[src/logic/touch_qual_map.vh]
// register offsets, field positions and reset values for the touch qualifier
// assumes byte addressing on a 32-bit AXI4-Lite bus, one word per register
`ifndef TOUCH_QUAL_MAP_VH
`define TOUCH_QUAL_MAP_VH

// ----------------------------------------------------------------
// register indices (byte address = 4 * index)
// ----------------------------------------------------------------
`define REPEAT_ENABLE_IDX 8'h28
`define GUARD_ENABLE_IDX 8'h29
`define TOUCH_LIMIT_IDX 8'h2A
`define PATTERN_CONFIG_IDX 8'h2B
`define PATTERN_MASK_IDX 8'h2D
`define TOUCH_STATUS_IDX 8'h40
`define QUAL_CONTROL_IDX 8'h41
`define INT_ENABLE_IDX 8'h42

// ----------------------------------------------------------------
// reset values
// ----------------------------------------------------------------
`define REPEAT_ENABLE_RST 8'h07
`define GUARD_ENABLE_RST 8'h00
`define TOUCH_LIMIT_RST 8'h80
`define PATTERN_CONFIG_RST 8'h00
`define PATTERN_MASK_RST 8'h07
`define INT_ENABLE_RST 8'h07
`define QUAL_CONTROL_RST 8'h00

// ----------------------------------------------------------------
// field positions
// ----------------------------------------------------------------
`define GUARD_ONE_BIT 0
`define GUARD_THREE_BIT 2
`define LIMIT_ENABLE_BIT 7
`define LIMIT_COUNT_LSB 2
`define PATTERN_ENABLE_BIT 7
`define PATTERN_TH_LSB 2
`define PATTERN_MODE_BIT 1
`define PATTERN_NOTIFY_BIT 0
`define CTRL_RELEASE_BIT 0
`define CTRL_GLOBAL_INT_BIT 1
`define STAT_LIMIT_BIT 3
`define STAT_PATTERN_BIT 4

`endif

[src/logic/touch_event_qualifier.v]
// touch event qualifier: repeat gating, signal guard, touch limit, pattern detect
// assumes one result strobe per sensing cycle with deltas, thresholds and
// noise flags stable during that strobe; repeat interval given in cycles
//
// How it works
// repeat off: interrupt on touch and release only
// repeat on: interrupt at touch, then periodically
// three repeat enables, reset all set
// any guard enabled disables input two
// guard bits at 0 and 2, reset off
// limit enable bit 7 resets set
// report up to limit, latch accepted inputs
// after release reselect first N in order
// limit code 00=1, 01=2, 1x=3
// blocked extra touches set limit flag
// pattern enable bit 7, reset off
// pattern threshold 12.5, 25, 37.5, 100 percent
// standby inputs use the standby threshold
// compare mode: every masked input must qualify
// count mode: qualifying count reaches mask count
// evaluate one sensing cycle at a time
// pattern event blocks touches, sets flag
// blocking lasts while pattern condition holds
// pattern flag cleared by global write after
// notify enable gates pin, flag always set
// three-bit mask, reset all set
// per-input interrupt enable gates notify pin
// repeat interval is an external input
// pattern blocking overrides touch limiting
`timescale 1ns/100ps
`include "touch_qual_map.vh"
`default_nettype none

module touch_event_qualifier (
	// clock, reset, enable
	input wire clock,
	input wire sys_rst,
	input wire clk_en,
	// measurement results, one strobe per sensing cycle
	input wire cycle_done,
	input wire [23:0] delta_counts,
	input wire [20:0] touch_thresholds,
	input wire [6:0] standby_threshold,
	input wire [2:0] standby_select,
	input wire [2:0] noise_flags,
	input wire [7:0] repeat_interval,
	// qualified results
	output wire [2:0] touch_report,
	output wire [2:0] input_active,
	output reg notify_ff,
	// axi4-lite slave
	input wire [9:0] s_axi_awaddr,
	input wire s_axi_awvalid,
	output wire s_axi_awready,
	input wire [31:0] s_axi_wdata,
	input wire [3:0] s_axi_wstrb,
	input wire s_axi_wvalid,
	output wire s_axi_wready,
	output reg [1:0] s_axi_bresp,
	output reg s_axi_bvalid,
	input wire s_axi_bready,
	input wire [9:0] s_axi_araddr,
	input wire s_axi_arvalid,
	output wire s_axi_arready,
	output reg [31:0] s_axi_rdata,
	output reg [1:0] s_axi_rresp,
	output reg s_axi_rvalid,
	input wire s_axi_rready
);

// ----------------------------------------------------------------
// registers
// ----------------------------------------------------------------
reg [7:0] repeat_enable_ff;
reg [7:0] guard_enable_ff;
reg [7:0] touch_limit_ff;
reg [7:0] pattern_config_ff;
reg [7:0] pattern_mask_ff;
reg [7:0] int_enable_ff;
reg [7:0] qual_control_ff;
reg touch_limit_flag_ff;
reg pattern_event_flag_ff;
reg [2:0] touch_report_ff;
reg pattern_active_ff;
reg [7:0] repeat_cnt_ff [0:2];

reg [9:0] aw_addr_ff;
reg aw_held_ff;
reg [31:0] w_data_ff;
reg [3:0] w_strb_ff;
reg w_held_ff;

// ----------------------------------------------------------------
// decode helpers
// ----------------------------------------------------------------
// limit code to touch count; upper codes both saturate at three
function [1:0] limit_count;
	input [1:0] code;
	begin
		case (code)
			2'b00: limit_count = 2'd1;
			2'b01: limit_count = 2'd2;
			default: limit_count = 2'd3;
		endcase
	end
endfunction

// scale a 7-bit threshold by the pattern fraction, kept in eighths
function [9:0] scale_th;
	input [6:0] th;
	input [1:0] sel;
	begin
		case (sel)
			2'b00: scale_th = {3'b000, th};
			2'b01: scale_th = {2'b00, th, 1'b0};
			2'b10: scale_th = {3'b000, th} + {2'b00, th, 1'b0};
			default: scale_th = {th, 3'b000};
		endcase
	end
endfunction

function [1:0] popcount3;
	input [2:0] v;
	begin
		popcount3 = {1'b0, v[0]} + {1'b0, v[1]} + {1'b0, v[2]};
	end
endfunction

wire limit_enable = touch_limit_ff[`LIMIT_ENABLE_BIT];
wire [1:0] limit_n = limit_count(touch_limit_ff[`LIMIT_COUNT_LSB+1:`LIMIT_COUNT_LSB]);
wire pattern_enable = pattern_config_ff[`PATTERN_ENABLE_BIT];
wire [1:0] pattern_sel = pattern_config_ff[`PATTERN_TH_LSB+1:`PATTERN_TH_LSB];
wire pattern_mode = pattern_config_ff[`PATTERN_MODE_BIT];
wire pattern_notify = pattern_config_ff[`PATTERN_NOTIFY_BIT];
wire release_report = qual_control_ff[`CTRL_RELEASE_BIT];
wire guard_any = guard_enable_ff[`GUARD_ONE_BIT] | guard_enable_ff[`GUARD_THREE_BIT];

assign input_active = {1'b1, ~guard_any, 1'b1};

// ----------------------------------------------------------------
// per-input comparison
// ----------------------------------------------------------------
wire [2:0] raw_touch;
wire [2:0] pattern_hit;
genvar gi;
generate
	for (gi = 0; gi < 3; gi = gi + 1) begin : g_cmp
		wire [7:0] delta = delta_counts[gi*8 +: 8];
		// standby inputs compare against the shared standby level
		wire [6:0] th = standby_select[gi] ? standby_threshold
			: touch_thresholds[gi*7 +: 7];
		assign raw_touch[gi] = input_active[gi] & ~delta[7] & (delta[6:0] > th);
		// compare in eighths to keep the fractions exact
		assign pattern_hit[gi] = input_active[gi] & ((~delta[7] &
			({delta[6:0], 3'b000} > scale_th(th, pattern_sel))) | noise_flags[gi]);
	end
endgenerate

// ----------------------------------------------------------------
// pattern condition and touch limiting
// ----------------------------------------------------------------
wire [2:0] mask = pattern_mask_ff[2:0];
wire pattern_match = pattern_mode ? ((pattern_hit & mask) == mask)
	: (popcount3(pattern_hit) >= popcount3(mask));
wire pattern_cond = pattern_enable & pattern_match;

reg [2:0] nxt_report;
reg [1:0] taken;
integer k;
always @* begin
	nxt_report = 3'b000;
	taken = 2'd0;
	if (!limit_enable) begin
		nxt_report = raw_touch;
	end else if ((touch_report_ff & raw_touch) == touch_report_ff && touch_report_ff != 3'b000) begin
		// accepted inputs stay latched until one lets go
		nxt_report = touch_report_ff;
	end else begin
		for (k = 0; k < 3; k = k + 1) begin
			if (raw_touch[k] && taken < limit_n) begin
				nxt_report[k] = 1'b1;
				taken = taken + 2'd1;
			end
		end
	end
	if (pattern_cond) begin
		nxt_report = 3'b000;
	end
end

wire limit_over = limit_enable & ~pattern_cond & (popcount3(raw_touch) > limit_n);
assign touch_report = touch_report_ff;

// ----------------------------------------------------------------
// bus write path
// ----------------------------------------------------------------
wire do_write = aw_held_ff & w_held_ff & ~s_axi_bvalid;
wire [7:0] w_idx = aw_addr_ff[9:2];
wire w_byte0 = w_strb_ff[0];
wire global_clear = do_write && w_idx == `QUAL_CONTROL_IDX && w_byte0
	&& !w_data_ff[`CTRL_GLOBAL_INT_BIT];

assign s_axi_awready = ~aw_held_ff;
assign s_axi_wready = ~w_held_ff;
assign s_axi_arready = ~s_axi_rvalid;

function mapped;
	input [7:0] idx;
	begin
		case (idx)
			`REPEAT_ENABLE_IDX, `GUARD_ENABLE_IDX, `TOUCH_LIMIT_IDX,
			`PATTERN_CONFIG_IDX, `PATTERN_MASK_IDX, `TOUCH_STATUS_IDX,
			`QUAL_CONTROL_IDX, `INT_ENABLE_IDX: mapped = 1'b1;
			default: mapped = 1'b0;
		endcase
	end
endfunction

always @(posedge clock) begin
	if (sys_rst) begin
		aw_held_ff <= 1'b0;
		w_held_ff <= 1'b0;
		aw_addr_ff <= 10'h000;
		w_data_ff <= 32'h00000000;
		w_strb_ff <= 4'h0;
		s_axi_bvalid <= 1'b0;
		s_axi_bresp <= 2'b00;
		repeat_enable_ff <= `REPEAT_ENABLE_RST;
		guard_enable_ff <= `GUARD_ENABLE_RST;
		touch_limit_ff <= `TOUCH_LIMIT_RST;
		pattern_config_ff <= `PATTERN_CONFIG_RST;
		pattern_mask_ff <= `PATTERN_MASK_RST;
		int_enable_ff <= `INT_ENABLE_RST;
		qual_control_ff <= `QUAL_CONTROL_RST;
	end else if (clk_en) begin
		if (s_axi_awvalid && !aw_held_ff) begin
			aw_addr_ff <= s_axi_awaddr;
			aw_held_ff <= 1'b1;
		end
		if (s_axi_wvalid && !w_held_ff) begin
			w_data_ff <= s_axi_wdata;
			w_strb_ff <= s_axi_wstrb;
			w_held_ff <= 1'b1;
		end
		if (do_write) begin
			aw_held_ff <= 1'b0;
			w_held_ff <= 1'b0;
			s_axi_bvalid <= 1'b1;
			s_axi_bresp <= mapped(w_idx) ? 2'b00 : 2'b10;
			if (w_byte0) begin
				case (w_idx)
					`REPEAT_ENABLE_IDX: repeat_enable_ff <= {5'h00, w_data_ff[2:0]};
					`GUARD_ENABLE_IDX: guard_enable_ff <= {5'h00, w_data_ff[2], 1'b0, w_data_ff[0]};
					`TOUCH_LIMIT_IDX: touch_limit_ff <= {w_data_ff[7], 3'b000, w_data_ff[3:2], 2'b00};
					`PATTERN_CONFIG_IDX: pattern_config_ff <= {w_data_ff[7], 3'b000, w_data_ff[3:0]};
					`PATTERN_MASK_IDX: pattern_mask_ff <= {5'h00, w_data_ff[2:0]};
					`QUAL_CONTROL_IDX: qual_control_ff <= {6'h00, w_data_ff[1:0]};
					`INT_ENABLE_IDX: int_enable_ff <= {5'h00, w_data_ff[2:0]};
					default: ;
				endcase
			end
		end else if (s_axi_bvalid && s_axi_bready) begin
			s_axi_bvalid <= 1'b0;
		end
	end
end

// ----------------------------------------------------------------
// bus read path
// ----------------------------------------------------------------
reg [7:0] rd_byte;
wire [7:0] r_idx = s_axi_araddr[9:2];
always @* begin
	case (r_idx)
		`REPEAT_ENABLE_IDX: rd_byte = repeat_enable_ff;
		`GUARD_ENABLE_IDX: rd_byte = guard_enable_ff;
		`TOUCH_LIMIT_IDX: rd_byte = touch_limit_ff;
		`PATTERN_CONFIG_IDX: rd_byte = pattern_config_ff;
		`PATTERN_MASK_IDX: rd_byte = pattern_mask_ff;
		`TOUCH_STATUS_IDX: rd_byte = {3'b000, pattern_event_flag_ff, touch_limit_flag_ff,
			touch_report_ff};
		`QUAL_CONTROL_IDX: rd_byte = {6'h00, notify_ff, release_report};
		`INT_ENABLE_IDX: rd_byte = int_enable_ff;
		default: rd_byte = 8'h00;
	endcase
end

always @(posedge clock) begin
	if (sys_rst) begin
		s_axi_rvalid <= 1'b0;
		s_axi_rdata <= 32'h00000000;
		s_axi_rresp <= 2'b00;
	end else if (clk_en) begin
		if (s_axi_arvalid && !s_axi_rvalid) begin
			s_axi_rvalid <= 1'b1;
			s_axi_rdata <= {24'h000000, rd_byte};
			s_axi_rresp <= mapped(r_idx) ? 2'b00 : 2'b10;
		end else if (s_axi_rvalid && s_axi_rready) begin
			s_axi_rvalid <= 1'b0;
		end
	end
end

// ----------------------------------------------------------------
// qualification state and notify
// ----------------------------------------------------------------
reg [2:0] touch_irq;
reg [2:0] rpt_hit;
integer j;
integer q;
always @* begin
	touch_irq = 3'b000;
	rpt_hit = 3'b000;
	for (j = 0; j < 3; j = j + 1) begin
		// fire repeats only when the interval has elapsed
		rpt_hit[j] = repeat_enable_ff[j] && touch_report_ff[j] && nxt_report[j]
			&& repeat_interval != 8'h00 && repeat_cnt_ff[j] + 8'h01 >= repeat_interval;
		touch_irq[j] = int_enable_ff[j] && ((nxt_report[j] && !touch_report_ff[j])
			|| (release_report && !nxt_report[j] && touch_report_ff[j])
			|| rpt_hit[j]);
	end
end

wire pattern_rise = pattern_cond & ~pattern_active_ff;

always @(posedge clock) begin
	if (sys_rst) begin
		touch_report_ff <= 3'b000;
		pattern_active_ff <= 1'b0;
		touch_limit_flag_ff <= 1'b0;
		pattern_event_flag_ff <= 1'b0;
		notify_ff <= 1'b0;
		repeat_cnt_ff[0] <= 8'h00;
		repeat_cnt_ff[1] <= 8'h00;
		repeat_cnt_ff[2] <= 8'h00;
	end else if (clk_en) begin
		if (cycle_done) begin
			touch_report_ff <= nxt_report;
			pattern_active_ff <= pattern_cond;
			for (q = 0; q < 3; q = q + 1) begin
				repeat_cnt_ff[q] <= (rpt_hit[q] || !nxt_report[q]) ? 8'h00
					: repeat_cnt_ff[q] + 8'h01;
			end
		end
		// set beats clear on the same cycle
		if (cycle_done && limit_over) begin
			touch_limit_flag_ff <= 1'b1;
		end else if (global_clear) begin
			touch_limit_flag_ff <= 1'b0;
		end
		// flag survives until cleared after the condition has gone
		if (cycle_done && pattern_rise) begin
			pattern_event_flag_ff <= 1'b1;
		end else if (global_clear && !pattern_active_ff && !pattern_cond) begin
			pattern_event_flag_ff <= 1'b0;
		end
		if (cycle_done && ((|touch_irq) || (pattern_rise && pattern_notify))) begin
			notify_ff <= 1'b1;
		end else if (global_clear) begin
			notify_ff <= 1'b0;
		end
	end
end

endmodule
`default_nettype wire

[config.mk]
export PLATFORM = sky130hd
export DESIGN_NAME = touch_event_qualifier
export DESIGN_NICKNAME = d
export VERILOG_FILES = /design/src/logic/touch_event_qualifier.v
export VERILOG_INCLUDE_DIRS = /design/src /design/src/logic
export SDC_FILE = /design/constraint.sdc
export NUM_CORES = 1
export LEC_CHECK = 0
export BUFFER_PORTS_ARGS = -buffer_cell sky130_fd_sc_hd__buf_2
export CORE_ASPECT_RATIO = 1.75
export CORE_MARGIN = 4
export CORE_UTILIZATION = 59
export DETAILED_ROUTE_END_ITERATION = 12
export HOLD_SLACK_MARGIN = 0.03
export PLACE_DENSITY_LB_ADDON = 0.12
export SKIP_CTS_REPAIR_TIMING = 1
export SKIP_LAST_GASP = 1
export SLEW_MARGIN = 20
export SYNTH_ARGS = -nofsm -noshare
export SYNTH_HDL_FRONTEND = slang
export SYNTH_SLANG_ARGS = --single-unit
[constraint.sdc]
create_clock -name clock -period 9.86 [get_ports clock]
set_input_delay 0.986 -clock clock [delete_from_list [all_inputs] [get_ports clock]]
set_output_delay 0.986 -clock clock [all_outputs]
set_load 0.03 [all_outputs]
==> flow_summary.json <==
{
  "antenna_found_initial": 0,
  "pin_count": 179,
  "max_freq_mhz": 144,
  "grt_max_degree": 49,
  "ys_async_sr_fraction_pct": 0,
  "critPathArrivalTime_ns": 7.16,
  "antenna_cells": 0,
  "cts.clk_slew.worst_paths_ns": 0.06,
  "coreArea_um2": 12000,
  "final.period_utilization_pct": 70.5,
  "rsz0062_at_grt": "no",
  "routed-via-count": 6454,
  "syn-cell-area_um2": 7220,
  "ys_top_cells_by_area": "ha_1 17%, dfxtp_1 15%, edfxtp_1 10%",
  "cts_max_level": 3,
  "rr_worst_depth": 20,
  "cts_root_buf": "clkbuf_16",
  "drtIter0Drc": 292,
  "wirelength_mm": 19.1,
  "synth.yosys.seq_area_share_pct": 24.7,
  "slew_headroom_pct": 29.2,
  "critPathSlowestCell": "a211oi_1",
  "status": "complete, no violations",
  "clockBufferDepth": 2,
  "ys_seq_elements": 77,
  "cts_buffers": 9,
  "rows": 53,
  "grt_usage_pct": 27.1,
  "synth_top_area_cell": "ha_1",
  "p_leak_nw": 3.78,
  "antenna_left": 0,
  "wl_per_cell_um": 17.2,
  "fin_crit_ns": 6.95,
  "start_util_pct": 60.2,
  "die_w_um": 91.7,
  "die_y_um": 154,
  "worst-path-max-fanout": 9,
  "critical_path.reg2reg.startpoint": "pattern_config_ff[3]$_SDFFE_PP0P_",
  "design_area_um2": 8130,
  "place_congestion": 0.973,
  "syn_inst": 831,
  "hold_viol_final": 0,
  "finalNetCount": 1169,
  "hold_end": "s_axi_rdata[4]$_SDFFE_PP0P_",
  "drv_slew": 0,
  "tns_ns": 0,
  "required_ns": 10.07,
  "post-synth-top-count-cell": "ha_1",
  "grt_pass1_wl_mm": 31.2,
  "yosysTopAreaCellShare_pct": 16.6,
  "drive_above_1_share_pct": 17.6,
  "worst_clock_skew_ns": 0.00701,
  "dpl-instance-area_um2": 7800,
  "rrSetupSlack_ns": 4.63,
  "synth_common_cells": "96 x ha_1, 93 x nor2_1, 60 x nand2_1",
  "cts_tree": "built",
  "synth_top_flop_cell": "dfxtp_1",
  "post-route-util_pct": 67.8,
  "synth_edf_count": 24,
  "critical_path.top_delay_family": "compound AO/OA/AOI/OAI gates",
  "cts.sinks": 77,
  "hp-class": "register to register",
  "io_buffers": 114,
  "power.density_nw_per_um2": 120,
  "detail_route.first_pass.iterations": 5,
  "remaining_drc_errors": 0,
  "end_kind": "register",
  "die_area_um2": 14100,
  "grt_pass1_vias": 6733,
  "avgSynthCellArea_um2": 8.69,
  "reg2reg_to": "repeat_cnt_ff[0][11]$_SDFFCE_PP0P_",
  "syn_to_final_growth_pct": 12.6,
  "synth.distinct_cells": 71,
  "synth-warning-count": 0,
  "grt-ovfl-total": 0,
  "tightestPinTransition_ns": 1.06,
  "start_kind": "input port",
  "min_path_cells": 2,
  "cp.buffers_inverters": 4,
  "irDropWorstVdd_mv": 0.0673,
  "cap_violations": 0,
  "setup_violations": 0,
  "via_per_inst": 5.84,
  "hpwl_mm": 15.7,
  "cpPeakStageDelay_ns": 0.67,
  "clock_latency_ns": 0.34,
  "min_from": "s_axi_rdata[4]$_SDFFE_PP0P_",
  "crit_type": "input port to register"
}
worst max path at each step:
stage / startpoint / to / slack, ns / cells past startpoint
after detailed placement: standby_select[0] / repeat_cnt_ff[0][11]$_SDFFCE_PP0P_ / 2.50 / 29
after CTS: standby_select[0] / repeat_cnt_ff[0][11]$_SDFFCE_PP0P_ / 2.85 / 29
after global routing: standby_select[0] / repeat_cnt_ff[0][22]$_SDFFCE_PP0P_ / 2.45 / 29
after floorplan: standby_select[0] / repeat_cnt_ff[0][10]$_SDFFCE_PP0P_ / 3.47 / 29
after global placement: standby_select[0] / repeat_cnt_ff[0][12]$_SDFFCE_PP0P_ / 2.63 / 29
final: standby_select[0] / repeat_cnt_ff[0][11]$_SDFFCE_PP0P_ / 2.91 / 29
cells in the final DEF (no fill, tap or decap), types with 6 or more instances in the layout:
cell,synthesis,layout
buf_2,1,114
ha_1,96,96
nor2_1,93,93
nand2_1,60,60
inv_1,56,56
a21oi_1,53,53
dfxtp_1,53,53
mux2i_1,47,47
conb_1,2,30
nand3_1,29,29
edfxtp_1,24,24
xnor2_1,21,21
o21ai_0,21,21
nor2b_1,19,19
a211oi_1,18,18
nor3_1,16,16
a21o_1,13,13
xor2_1,12,12
nand2b_1,11,11
o31ai_1,9,9
mux4_2,9,9
clkbuf_16,0,9
a22oi_1,7,7
nand4_1,7,7
and3_1,6,6
a31oi_1,6,6
nor2b_2,6,6
fa_1,6,6
cells by family after synthesis:
logic type      share of synthesized area [%]
compound gates                           15.9
mux                                      11.0
xor+xnor                                 4.00
flops                                    24.7
buf+inv                                  7.55
simple gates                             18.5
fa+ha+maj                                18.3
other cells                             0.104
tightest hold or removal path, stage by stage (launching register included):
cell and delay (ns):
dfxtp_1 0.31, nand2_1 0.05, a21oi_1 0.05
state kept, by name (all words and copies together) (netlist names), 2 cells and up:
name,count
int_enable_ff,3
touch_limit_ff,3
repeat_cnt_ff,24
w_data_ff,5
repeat_enable_ff,3
touch_report,3
guard_enable_ff,2
aw_addr_ff,8
pattern_config_ff,5
s_axi_rdata,6
pattern_mask_ff,3
where the power goes:
group          internal (mW)  total, mW  switching, mW
sequential             0.338      0.349         0.0109
clock                  0.225      0.361          0.136
combinational          0.110      0.265          0.154
total                  0.673      0.975          0.302
per-stage QoR:
step / worst slack (ns) / std cells / power (mW) / hold WS, ns
floorplan: 3.47 / 859 / 0.553 / 0.454
global placement: 2.63 / 1090 / 0.603 / 0.445
detailed placement: 2.50 / 1090 / 0.618 / 0.447
CTS: 2.85 / 1106 / 0.979 / 0.454
global route: 2.45 / 1106 / 1.03 / 0.493
finish: 2.91 / 1106 / 0.975 / 0.456
layout make-up:
type	count	area, um2
clock inverter	7	104
timing repair buffer	117	593
sequential	77	1780
tap	165	206
multi-input combinational	672	5000
fill	1044	3870
inverter	59	221
clock buffer	9	225
metal layers:
layer | vias to the layer above | track usage (%) | part of all wire [%]
met4 | 0 | 13.5 | 4.4
met3 | 55 | 3.80 | 4.0
met5 | - | 0 | 0
met1 | 3053 | 26.2 | 35
met2 | 194 | 54.1 | 57
li1 | 3152 | - | -
Note: power is estimated with default switching activity, not from simulation.
